[src/qot_pkg.sv]
// package: constants and types for the quadrature and one-shot timer channel
package qot_pkg;
  // ---------------------------------------------------------------------------
  // widths and values
  // ---------------------------------------------------------------------------
  localparam int          CNT_W      = 16;
  localparam logic [15:0] CNT_MAX    = 16'hFFFF;
  localparam logic [15:0] CNT_ZERO   = 16'h0000;
  localparam logic [15:0] CNT_ONE    = 16'h0001;
  localparam logic [15:0] RST_VAL    = 16'h0000;
  // value seen on a read in one-shot mode, where the count is not readable
  localparam logic [15:0] RD_INDET   = 16'hFFFF;

  // ---------------------------------------------------------------------------
  // channel flavours of two-phase processing
  // ---------------------------------------------------------------------------
  typedef enum logic [1:0] {
    QOT_PROC_SELECT = 2'b00,
    QOT_PROC_NORMAL = 2'b01,
    QOT_PROC_X4     = 2'b10
  } qot_proc_e;
endpackage

[src/qot_timer.sv]
// module: one 16-bit timer channel, two-phase event counter and one-shot modes
//
// Summary of operation
// RULE1: two-phase counting uses both channel pins
// RULE2: over/underflow reloads reload value, keeps counting
// RULE3: free-run option suppresses the reload
// RULE4: up count divides by FFFF minus n plus one
// RULE5: down count divides by n plus one
// RULE6: counting runs while start flag is one
// RULE7: interrupt request on each over/underflow
// RULE8: event mode read returns live count
// RULE9: write loads both when stopped, else reload
// RULE10: normal mode counts input edges while output high
// RULE11: multiply-by-4 counts every edge of both pins
// RULE12: one channel selectable, others fixed processing
// RULE13: one-shot counts down, reloads at zero, stops
// RULE14: trigger while counting reloads and restarts
// RULE15: start by trigger pin, timer overflow, software
// RULE16: one-shot stops at zero or flag cleared
// RULE17: one-shot interrupt request when count reaches zero
// RULE18: one-shot read returns indeterminate value
// RULE19: one-shot write loads both when stopped, else reload
// RULE20: one-shot pins are trigger input and pulse output
// RULE21: free-run counts through without reloading
// RULE22: pulse output active while one-shot count runs
module qot_timer #(
  parameter qot_pkg::qot_proc_e PROC_KIND = qot_pkg::QOT_PROC_SELECT
) (
  input  wire logic        core_clk,
  input  wire logic        rstn,
  input  wire logic        mode_oneshot,
  input  wire logic        count_start,
  input  wire logic        oneshot_start,
  input  wire logic        free_run,
  input  wire logic        x4_sel,
  input  wire logic        trig_pin_en,
  input  wire logic        trig_ovf_en,
  input  wire logic        timer_ovf_in,
  input  wire logic        pulse_out_en,
  input  wire logic        count_tick,
  input  wire logic        wr_en,
  input  wire logic [15:0] wr_data,
  output logic      [15:0] rd_data,
  output logic             irq,
  input  wire logic        channel_input_pin,
  input  wire logic        channel_output_pin_i,
  output logic             channel_output_pin_o,
  output logic             channel_output_pin_oe
);
  // ---------------------------------------------------------------------------
  // state
  // ---------------------------------------------------------------------------
  typedef struct packed {
    logic        in_d;
    logic        out_d;
    logic [15:0] counter;
    logic [15:0] reload;
    logic        running;
    logic        pulse;
    logic        irq;
    logic [15:0] rd;
  } qot_state_s;

  qot_state_s st_reg;
  qot_state_s st_next;

  // ---------------------------------------------------------------------------
  // edge decoding
  // ---------------------------------------------------------------------------
  // returns {up, down} for one sample of the pin pair
  function automatic logic [1:0] qot_dir(input logic a_p, input logic a,
                                         input logic b_p, input logic b,
                                         input logic x4);
    logic a_r;
    logic a_f;
    logic b_r;
    logic b_f;
    logic up;
    logic dn;
    a_r = a & ~a_p;
    a_f = ~a & a_p;
    b_r = b & ~b_p;
    b_f = ~b & b_p;
    if (x4) begin
      // every edge of both pins counts; direction from the phase relation
      up = (a_r & b) | (a_f & ~b) | (b_r & ~a) | (b_f & a);  // RULE11
      dn = (a_f & b) | (a_r & ~b) | (b_r & a) | (b_f & ~a);  // RULE11
    end else begin
      // only input-pin edges, gated by the output-side pin being high
      up = a_r & b;  // RULE10
      dn = a_f & b;  // RULE10
    end
    return {up, dn};
  endfunction

  // processing is fixed per channel flavour; only one flavour honours x4_sel
  logic use_x4;
  always_comb begin
    unique case (PROC_KIND)
      qot_pkg::QOT_PROC_NORMAL: use_x4 = 1'b0;  // RULE12
      qot_pkg::QOT_PROC_X4:     use_x4 = 1'b1;  // RULE12
      default:                  use_x4 = x4_sel;  // RULE12
    endcase
  end

  // both pins are inputs in event mode
  logic [1:0] dir;
  assign dir = qot_dir(st_reg.in_d, channel_input_pin, st_reg.out_d,
                       channel_output_pin_i, use_x4);  // RULE1

  // any enabled trigger source while the count start flag is set
  logic trig;
  assign trig = count_start & (oneshot_start
              | (trig_pin_en & channel_input_pin & ~st_reg.in_d)
              | (trig_ovf_en & timer_ovf_in));  // RULE15 RULE20

  // ---------------------------------------------------------------------------
  // next-state logic
  // ---------------------------------------------------------------------------
  always_comb begin
    st_next       = st_reg;
    st_next.in_d  = channel_input_pin;
    st_next.out_d = channel_output_pin_i;
    st_next.irq   = 1'b0;
    if (!mode_oneshot) begin
      st_next.running = 1'b0;
      st_next.pulse   = 1'b0;
      // write: both when stopped, reload only while counting
      if (wr_en) begin
        st_next.reload = wr_data;  // RULE9
        if (!count_start) begin
          st_next.counter = wr_data;  // RULE9
        end
      end
      if (count_start && dir[1]) begin  // RULE6
        if (st_reg.counter == qot_pkg::CNT_MAX) begin
          // overflow: period is FFFF - n + 1 counts
          st_next.irq     = 1'b1;  // RULE7
          st_next.counter = free_run ? qot_pkg::CNT_ZERO : st_reg.reload;  // RULE2 RULE3 RULE4 RULE21
        end else begin
          st_next.counter = st_reg.counter + qot_pkg::CNT_ONE;
        end
      end else if (count_start && dir[0]) begin  // RULE6
        if (st_reg.counter == qot_pkg::CNT_ZERO) begin
          // underflow: period is n + 1 counts
          st_next.irq     = 1'b1;  // RULE7
          st_next.counter = free_run ? qot_pkg::CNT_MAX : st_reg.reload;  // RULE2 RULE3 RULE5 RULE21
        end else begin
          st_next.counter = st_reg.counter - qot_pkg::CNT_ONE;
        end
      end
      st_next.rd = st_next.counter;  // RULE8
    end else begin
      if (wr_en) begin
        st_next.reload = wr_data;  // RULE19
        if (!st_reg.running) begin
          st_next.counter = wr_data;  // RULE19
        end
      end
      if (!count_start) begin
        st_next.running = 1'b0;  // RULE16
      end else if (trig) begin
        // a trigger mid-count restarts from the reload value
        st_next.counter = wr_en ? wr_data : st_reg.reload;  // RULE14
        st_next.running = 1'b1;  // RULE15
      end else if (st_reg.running && count_tick) begin
        if (st_reg.counter <= qot_pkg::CNT_ONE) begin
          // reaching zero: request, reload, then stop
          st_next.irq     = 1'b1;  // RULE17
          st_next.counter = wr_en ? wr_data : st_reg.reload;  // RULE13
          st_next.running = 1'b0;  // RULE13 RULE16
        end else begin
          st_next.counter = st_reg.counter - qot_pkg::CNT_ONE;  // RULE13
        end
      end
      st_next.pulse = st_next.running;  // RULE22
      st_next.rd    = qot_pkg::RD_INDET;  // RULE18
    end
  end

  // ---------------------------------------------------------------------------
  // state register
  // ---------------------------------------------------------------------------
  always_ff @(posedge core_clk or negedge rstn) begin
    if (!rstn) begin
      st_reg <= '{in_d: 1'b0, out_d: 1'b0, counter: qot_pkg::RST_VAL,
                  reload: qot_pkg::RST_VAL, running: 1'b0, pulse: 1'b0,
                  irq: 1'b0, rd: qot_pkg::RST_VAL};
    end else begin
      st_reg <= st_next;
    end
  end

  // output pin is only driven as a pulse output in one-shot mode
  assign rd_data               = st_reg.rd;
  assign irq                   = st_reg.irq;
  assign channel_output_pin_o  = st_reg.pulse;  // RULE22
  assign channel_output_pin_oe = mode_oneshot & pulse_out_en;  // RULE1 RULE20
endmodule

[config.mk]
export PLATFORM = sky130hd
export DESIGN_NAME = qot_timer
export DESIGN_NICKNAME = d
export VERILOG_FILES = /design/src/qot_pkg.sv /design/src/qot_timer.sv
export SDC_FILE = /design/constraint.sdc
export NUM_CORES = 1
export LEC_CHECK = 0
export ABC_CLOCK_PERIOD_IN_PS = 2800
export BUFFER_PORTS_ARGS = -buffer_cell sky130_fd_sc_hd__buf_2
export CAP_MARGIN = 20
export CELL_PAD_IN_SITES_DETAIL_PLACEMENT = 0
export CELL_PAD_IN_SITES_GLOBAL_PLACEMENT = 1
export CORE_ASPECT_RATIO = 2
export CORE_MARGIN = 3
export CORE_UTILIZATION = 41
export DETAILED_ROUTE_END_ITERATION = 6
export PLACE_DENSITY_LB_ADDON = 0.1
export SETUP_SLACK_MARGIN = 0.1
export SYNTH_ARGS = -nofsm -noshare
export SYNTH_HDL_FRONTEND = slang
export SYNTH_SLANG_ARGS = --single-unit
[constraint.sdc]
create_clock -name core_clk -period 2.8 [get_ports core_clk]
set_clock_uncertainty 0.15 [all_clocks]
set_input_delay 0.56 -clock core_clk [delete_from_list [all_inputs] [get_ports core_clk]]
set_output_delay 0.56 -clock core_clk [all_outputs]
set_load 0.02 [all_outputs]
==> summary.md, run 1 <==
Critical path class: reg -> reg. Counting every net in the synthesized netlist gives 553. The via count of the first global-routing pass was 4,676; the post-synthesis cell count was 518. The required arrival time at the worst endpoint was 2.84 ns.

In this run, distinct cell masters in the synthesized netlist total 81. The post-detailed-routing wire length was 17.80 mm. Number of DRC markers after the initial detailed-route iteration: 344. Entering global routing, the biggest net connects 28 pins.

Setup repair after global routing could not meet its margin everywhere. Clock-pin slew was measured on the worst setup and hold paths at 0.07 ns. In this run the remaining antenna-violating nets after routing total 0. Row generation in the floorplan step produced 53 rows. During placement, the flow inserted port buffers numbering 49.

In this run, synthesis inferred 0 flip-flops with an integrated enable. The first global-routing pass estimated 27.18 mm of wire. The tools report the sort of element at the end of the critical path as a flip-flop.

After the last flow step, the layout net total stands at 619. The worst vdd rail ir drop is 304.7 uV. The library cells used most frequently in the layout, excluding fill and tap cells, are buf_4, dfrtp_1, buf_2, nor2_1.

The average size of a mapped cell is 8.626 sq um. The maximum level of the CTS H-tree was 2; the max-capacitance violation count was 0. The tools report the reg2reg setup slack as 0.14 ns. The DRC violations left is 0. Starting density of the core: 0.4238. The register with the most flip-flops in the layout has 34 of them.

The run gives 4,578 as the overall via count from detail_route. STA puts the critical path data arrival time at 2.70 ns. For the die area, the log shows 12,260 sq um. The pre-antenna-repair detailed-routing pass consisted of 6 iterations. Yosys printed 0 warnings. Dividing total power by cell area gives a power density of 547.7 nW/um^2. The worst-case headroom to the max-slew limit came out at 0.5294. The die is 153.6 um tall. The run finished with clean final reports. The share of the cycle needed by the critical path after routing was 0.9487; the summed negative setup slack over all endpoints was 0 ns. The fraction of synthesis flops using an asynchronous set or reset pin works out to 1.000.

The leading register cell type out of synthesis was dfrtp_1. The run gives 4468 sq um as the post-synthesis instance area. The fraction of final layout cells sized beyond drive strength 1 was 0.2906. The repair_antennas step left the layout with diodes totalling 0.

The placeable core region is 10,540 sq um, and the area overhead of the layout relative to synthesis is 18.82%. TritonCTS built the clock tree. The class of the most critical hold timing path was in -> async. The tools report the maximum clock frequency as 376.5 MHz. Of all nets on the critical path, the largest fanout is 6.

The floorplan step set the die width to 79.82 um. The worst setup path is launched from a flip-flop. The count of endpoints failing setup in the final report came out at 0.

The tools report the master cell of the clock root buffer as clkbuf_16. On the final layout, the worst hold slack is 0.1376 ns. Insertion delay of the later-clocked pin in the worst-skew pair: 0.30 ns. The post-DP HPWL is 13.87 mm. For the hold violation count in the final report, the log shows 0. Synthesis inferred 52 register bits.

After detailed placement, the total cell area comes to 5101 sq um. The sequential element share of the synthesized area was 0.2912; the I/O pin total was 50. The number of clock buffers inserted by TritonCTS is 5.

Leaving out fill and tap cells, the most frequent cell in the layout is buf_4. CTS saw 52 sinks. The average routed wire per standard cell came out at 24.66 um. The number of buffers on the longest clock path is 2.

The final estimated routing congestion in global placement is 0.9734, and the time the worst path needs with I/O delays and setup is 2.656 ns. For the static leakage power, the log shows 2.158 nW. The detail-routed via count per cell came out at 6.341. The initial antenna violation count is 0. The count of final max-slew check failures was 0. For the pin with the worst max-slew slack, the measured transition is 0.7055 ns. Summing all non-filler instances in the final layout gives an area of 5309 sq um. The aggregate global-route resource usage was 0.2970; the total global routing overflow was 0.
layout make-up:
class                   instances  area [sq um]
flip-flops and latches         52          1303
fillers                      1042          5235
well taps                     137         171.4
clock inverters                 3         42.54
multi-input cells             392          2790
clock buffers                   5         125.1
inverters                      14         52.55
repair buffers                119         824.5
per-layer routing:
metal  vias to the layer above  track usage  routed length (um)
li1                       2073            -                   -
met5                         -            0                   0
met1                      2233       0.3185                6352
met4                         0       0.2103                1233
met2                       201       0.5162                9409
met3                        71      0.04396                 808
critical path, cell delays in order, from the launching register on:
cell and delay (ns):
dfrtp_1 0.45, buf_4 0.19, or4_1 0.48, nor3_1 0.25, xnor2_1 0.20, a2111oi_0 0.15
or4_4 0.52, and3_1 0.16
worst paths after layout:
| path | from | end | cells after the start |
|---|---|---|---|
| setup / recovery | st_reg[35] | st_reg[44] | 7 |
| hold / removal | rstn | st_reg[29] | 1 |
| setup reg to reg | st_reg[35] | st_reg[44] | 7 |
| hold reg to reg | st_reg[22] | st_reg[22] | 1 |
| max in group asynchronous | rstn | st_reg[37] | 2 |
| min in group core_clk | channel_output_pin_i | st_reg[51] | 1 |
metrics by stage:
step	power (W)	util	worst slack, ns	std cells
global route	0.003065	0.5035	0.05891	722
floorplan	0.001783	-	0.1840	518
global placement	0.002169	0.4838	-0.01321	712
CTS	0.002905	0.5004	0.09304	721
finish	0.002908	0.5035	0.1437	722
detailed placement	0.002180	0.4838	0.007891	712
logic make-up (layout without fill, tap and decap cells):
logic type	Yosys count	in the layout	synth area share
fa+ha+maj	4	4	0.01120
buf+inv	74	141	0.08989
compound gates	149	149	0.2403
mux	42	42	0.09773
simple gates	177	177	0.2305
flops	52	52	0.2912
xor+xnor	20	20	0.03921
timing repair:
action,in CTS,in global routing
pin swaps,1,3
resized for setup,1,8
setup endpoints to repair,4,16
hold buffers,0,0
setup buffers,1,1
power breakdown:
| group | internal (W) | leakage [nW] | switching, W |
|---|---|---|---|
| sequential | 0.000858 | 0.571 | 0.000141 |
| clock | 0.000421 | 0.0798 | 0.000298 |
| combinational | 0.000500 | 1.51 | 0.000691 |
| total | 0.00178 | 2.16 | 0.00113 |
synthesized netlist by cell type (12+ instances only):
library cell	instances	area share
buf_2	15	0.017
clkbuf_1	20	0.017
mux2i_1	29	0.065
mux2_2	13	0.033
nor4_1	14	0.020
nand3_1	18	0.020
nor2_1	39	0.033
buf_4	20	0.034
a21oi_1	24	0.027
inv_1	14	0.012
a22oi_1	12	0.020
xnor2_1	14	0.027
dfrtp_1	52	0.29
o21ai_0	19	0.021
nand4_1	12	0.017
nor3_1	14	0.016
nand2_1	29	0.024
Note: power is estimated with default switching activity, not from simulation.
==> run 2, diff against run 1 <==
--- a/config.mk
+++ b/config.mk
@@ -6,8 +6,8 @@
 export NUM_CORES = 1
 export LEC_CHECK = 0
 export ABC_CLOCK_PERIOD_IN_PS = 2800
-export BUFFER_PORTS_ARGS = -buffer_cell sky130_fd_sc_hd__buf_2
-export CAP_MARGIN = 20
+export BUFFER_PORTS_ARGS = -buffer_cell sky130_fd_sc_hd__clkbuf_2
+export CAP_MARGIN = 10
 export CELL_PAD_IN_SITES_DETAIL_PLACEMENT = 0
 export CELL_PAD_IN_SITES_GLOBAL_PLACEMENT = 1
 export CORE_ASPECT_RATIO = 2
==> summary.md, run 2 (synthesis results as in run 1) <==
After legalization and detailed placement, the total HPWL measured 14.01 mm. Setup violations remaining at the end of the flow were counted as 0. In this run the number of H-tree levels came out at 2.

The clock edge transition at the registers on the reported setup and hold paths is 0.08 ns, and the max-capacitance violation count is 0. The data arrival time of the critical path came out at 2.71 ns. The worst vdd rail ir drop was 362.4 uV. Together, buffers and inverters on the worst path number 0. In this run the critical register-to-register path is launched from st_reg[37].

Dividing the detail-routed wire length by the instance count gives 24.76 um. The filler cells instantiated in the layout total 1,010. From synthesis to final layout, the design area changed by 19.55%. In this run the vertical extent of the chip is 153.6 um.

Overall via count from detail_route: 4,613. The routed design has 18.00 mm of wire. TritonCTS built the clock tree. The number of clock buffers added by TritonCTS is 5. Share of the cycle needed by the critical path after routing: 0.9522. The pre-antenna-repair detailed-routing pass consisted of 5 iterations. In this run the horizontal extent of the chip is 79.82 um. The detail-routed via count per cell came out at 6.345. The count of placed standard cells including taps came out at 716. The first routing iteration left 314 violations.

For the number of antenna cells inserted, the log shows 0. The worst setup path is captured at a flip-flop. For the total number of nets in the final design, the log shows 624. At the later pin of the worst-skew pair, clock insertion delay measures 0.30 ns. The die covers 12,260 sq um. For the initial antenna violation count, the log shows 0.

Entering global routing, the biggest net connects 28 pins. Starting density of the core: 0.4238. For the required arrival time at the worst endpoint, the log shows 2.84 ns. 50 I/O pins were placed.

For the total global routing overflow, the log shows 0. Fraction of final layout cells sized beyond drive strength 1: 0.2966. The flow ran to the end, and the final reports show no timing, DRC or antenna violations. Adding up every negative setup slack in the final design gives 0 ns. The standard cell with the maximum stage delay on the critical path is or4_1. The final cell count without fillers was 727; the placeable core region was 10,540 sq um. The critical path class was reg -> reg. For this run, the slowest stage of the critical path takes 0.65 ns. The tightest min-delay check is of the in -> async type.

For the pin with the worst max-slew slack, the measured transition is 0.7450 ns. The hold violation count in the final report came out at 0. Among cell families on the critical path, the largest total delay comes from simple AND/OR/NAND/NOR gates. In this run the remaining antenna-violating nets after routing total 0. Total cell area at the placement stage: 5119 sq um.

The aggregate global-route resource usage was 0.3018. The first global-routing pass estimated 27.61 mm of wire. Tracing the worst setup path back leads to its startpoint at st_reg[37].

The tree built by TritonCTS fans out to 52 sinks. For the static leakage power, the log shows 2.210 nW. The time the worst path needs with I/O delays and setup is 2.666 ns, and the area of all placed cells without fillers is 5341 sq um. The top cell types in the final layout, fill and taps aside, are buf_4, dfrtp_1, clkbuf_2, nor2_1. The top fanout value on the critical path was 8.

The library cell used most frequently in the layout, excluding fill and tap cells, is buf_4. The highest routed metal layer is met4. The logs give 0.5034 for the worst-case headroom to the max-slew limit and 6.149 mm for the total routed wire length on the met1 layer. Master cell of the clock root buffer: clkbuf_16. The met2 wire length was 9.410 mm; the flip-flop count of the largest register, all copies and words added was 34.

Port buffering added 49 buffers. The launching element type of the critical path was a flip-flop. The number of rows in the core area came out at 53. The areal power density over the cells was 549.9 nW/um^2. Traced cell by cell, the critical path runs through or4_1 -> nor3_2 -> xnor2_1 -> a2111oi_0 -> or4_4 -> and3_1. Based on the critical path, the design can be clocked at up to 375.1 MHz.

Setup repair after global routing could not meet its margin everywhere. The count of final max-slew check failures came out at 0. The congestion estimate from routability-driven global placement came to 0.9773.

In the detailed route, the total length drawn on met3 is 915 um. The number of buffers on the longest clock path is 2. For the via count of the first global-routing pass, the log shows 4,755. After detailed routing, the number of remaining DRC violations is 0.
[run 2: cell count changes in the layout (fill, tap and decap cells not counted), sizes merged]
| cell | change |
|---|---|
| clkbuf | +49 |
| buf | -44 |
[run 2: what timing repair did]
item                                    4_1_cts  5_1_grt
pin swaps                                     0        2
hold buffers                                  0        0
setup buffers                                 0        3
endpoints found under the setup margin        3        6
resized for setup                             3        7
[run 2: per-layer routing]
| metal | GRT usage | vias to the layer above |
|---|---|---|
| met2 | 0.5321 | 220 |
| met1 | 0.3179 | 2206 |
| met5 | 0 | - |
| met3 | 0.03810 | 93 |
| li1 | - | 2094 |
| met4 | 0.2200 | 0 |
[run 2: layout make-up]
| cell class | instances | area (sq um) | area share |
|---|---|---|---|
| multi-input combinational | 392 | 2801 | 0.5245 |
| sequential | 52 | 1303 | 0.2439 |
| timing repair buffer | 124 | 845.8 | 0.1584 |
| tap | 137 | 171.4 | 0.03209 |
| clock buffer | 5 | 125.1 | 0.02342 |
| inverter | 14 | 52.55 | 0.009838 |
| clock inverter | 3 | 42.54 | 0.007964 |
[run 2: metrics by stage]
step,utilization,power [W],hold slack (ns),setup WS [ns]
3_3_place_gp,0.4855,0.002179,0.3920,0.07604
2_1_floorplan,-,0.001783,0.1144,0.1840
4_1_cts,0.5028,0.002933,0.1864,0.08227
6_report,0.5066,0.002937,0.1611,0.1338
5_1_grt,0.5066,0.003085,0.2001,0.02851
3_5_place_dp,0.4855,0.002193,0.4063,0.01478
[run 2: final timing paths]
kind	depth (start not counted)	slack [ns]	end
min	1	0.16	rd_data[12]
min reg2reg	1	0.42	st_reg[22]
max	6	0.13	st_reg[44]
max in group asynchronous	2	1.72	st_reg[36]
min in group core_clk	1	0.31	st_reg[51]
max reg2reg	6	0.13	st_reg[44]
[run 2: power breakdown]
part           switching (W)  leakage [nW]  internal [W]
Clock               0.000304        0.0798      0.000421
Combinational       0.000707          1.56      0.000505
Sequential          0.000143         0.571      0.000857
[run 2: worst register-to-register path, delay by kind of cell (launching register included)]
kind            cells  cell delay (ns)
simple gates        4             1.55
flops               1             0.49
xor+xnor            1             0.21
compound gates      1             0.15
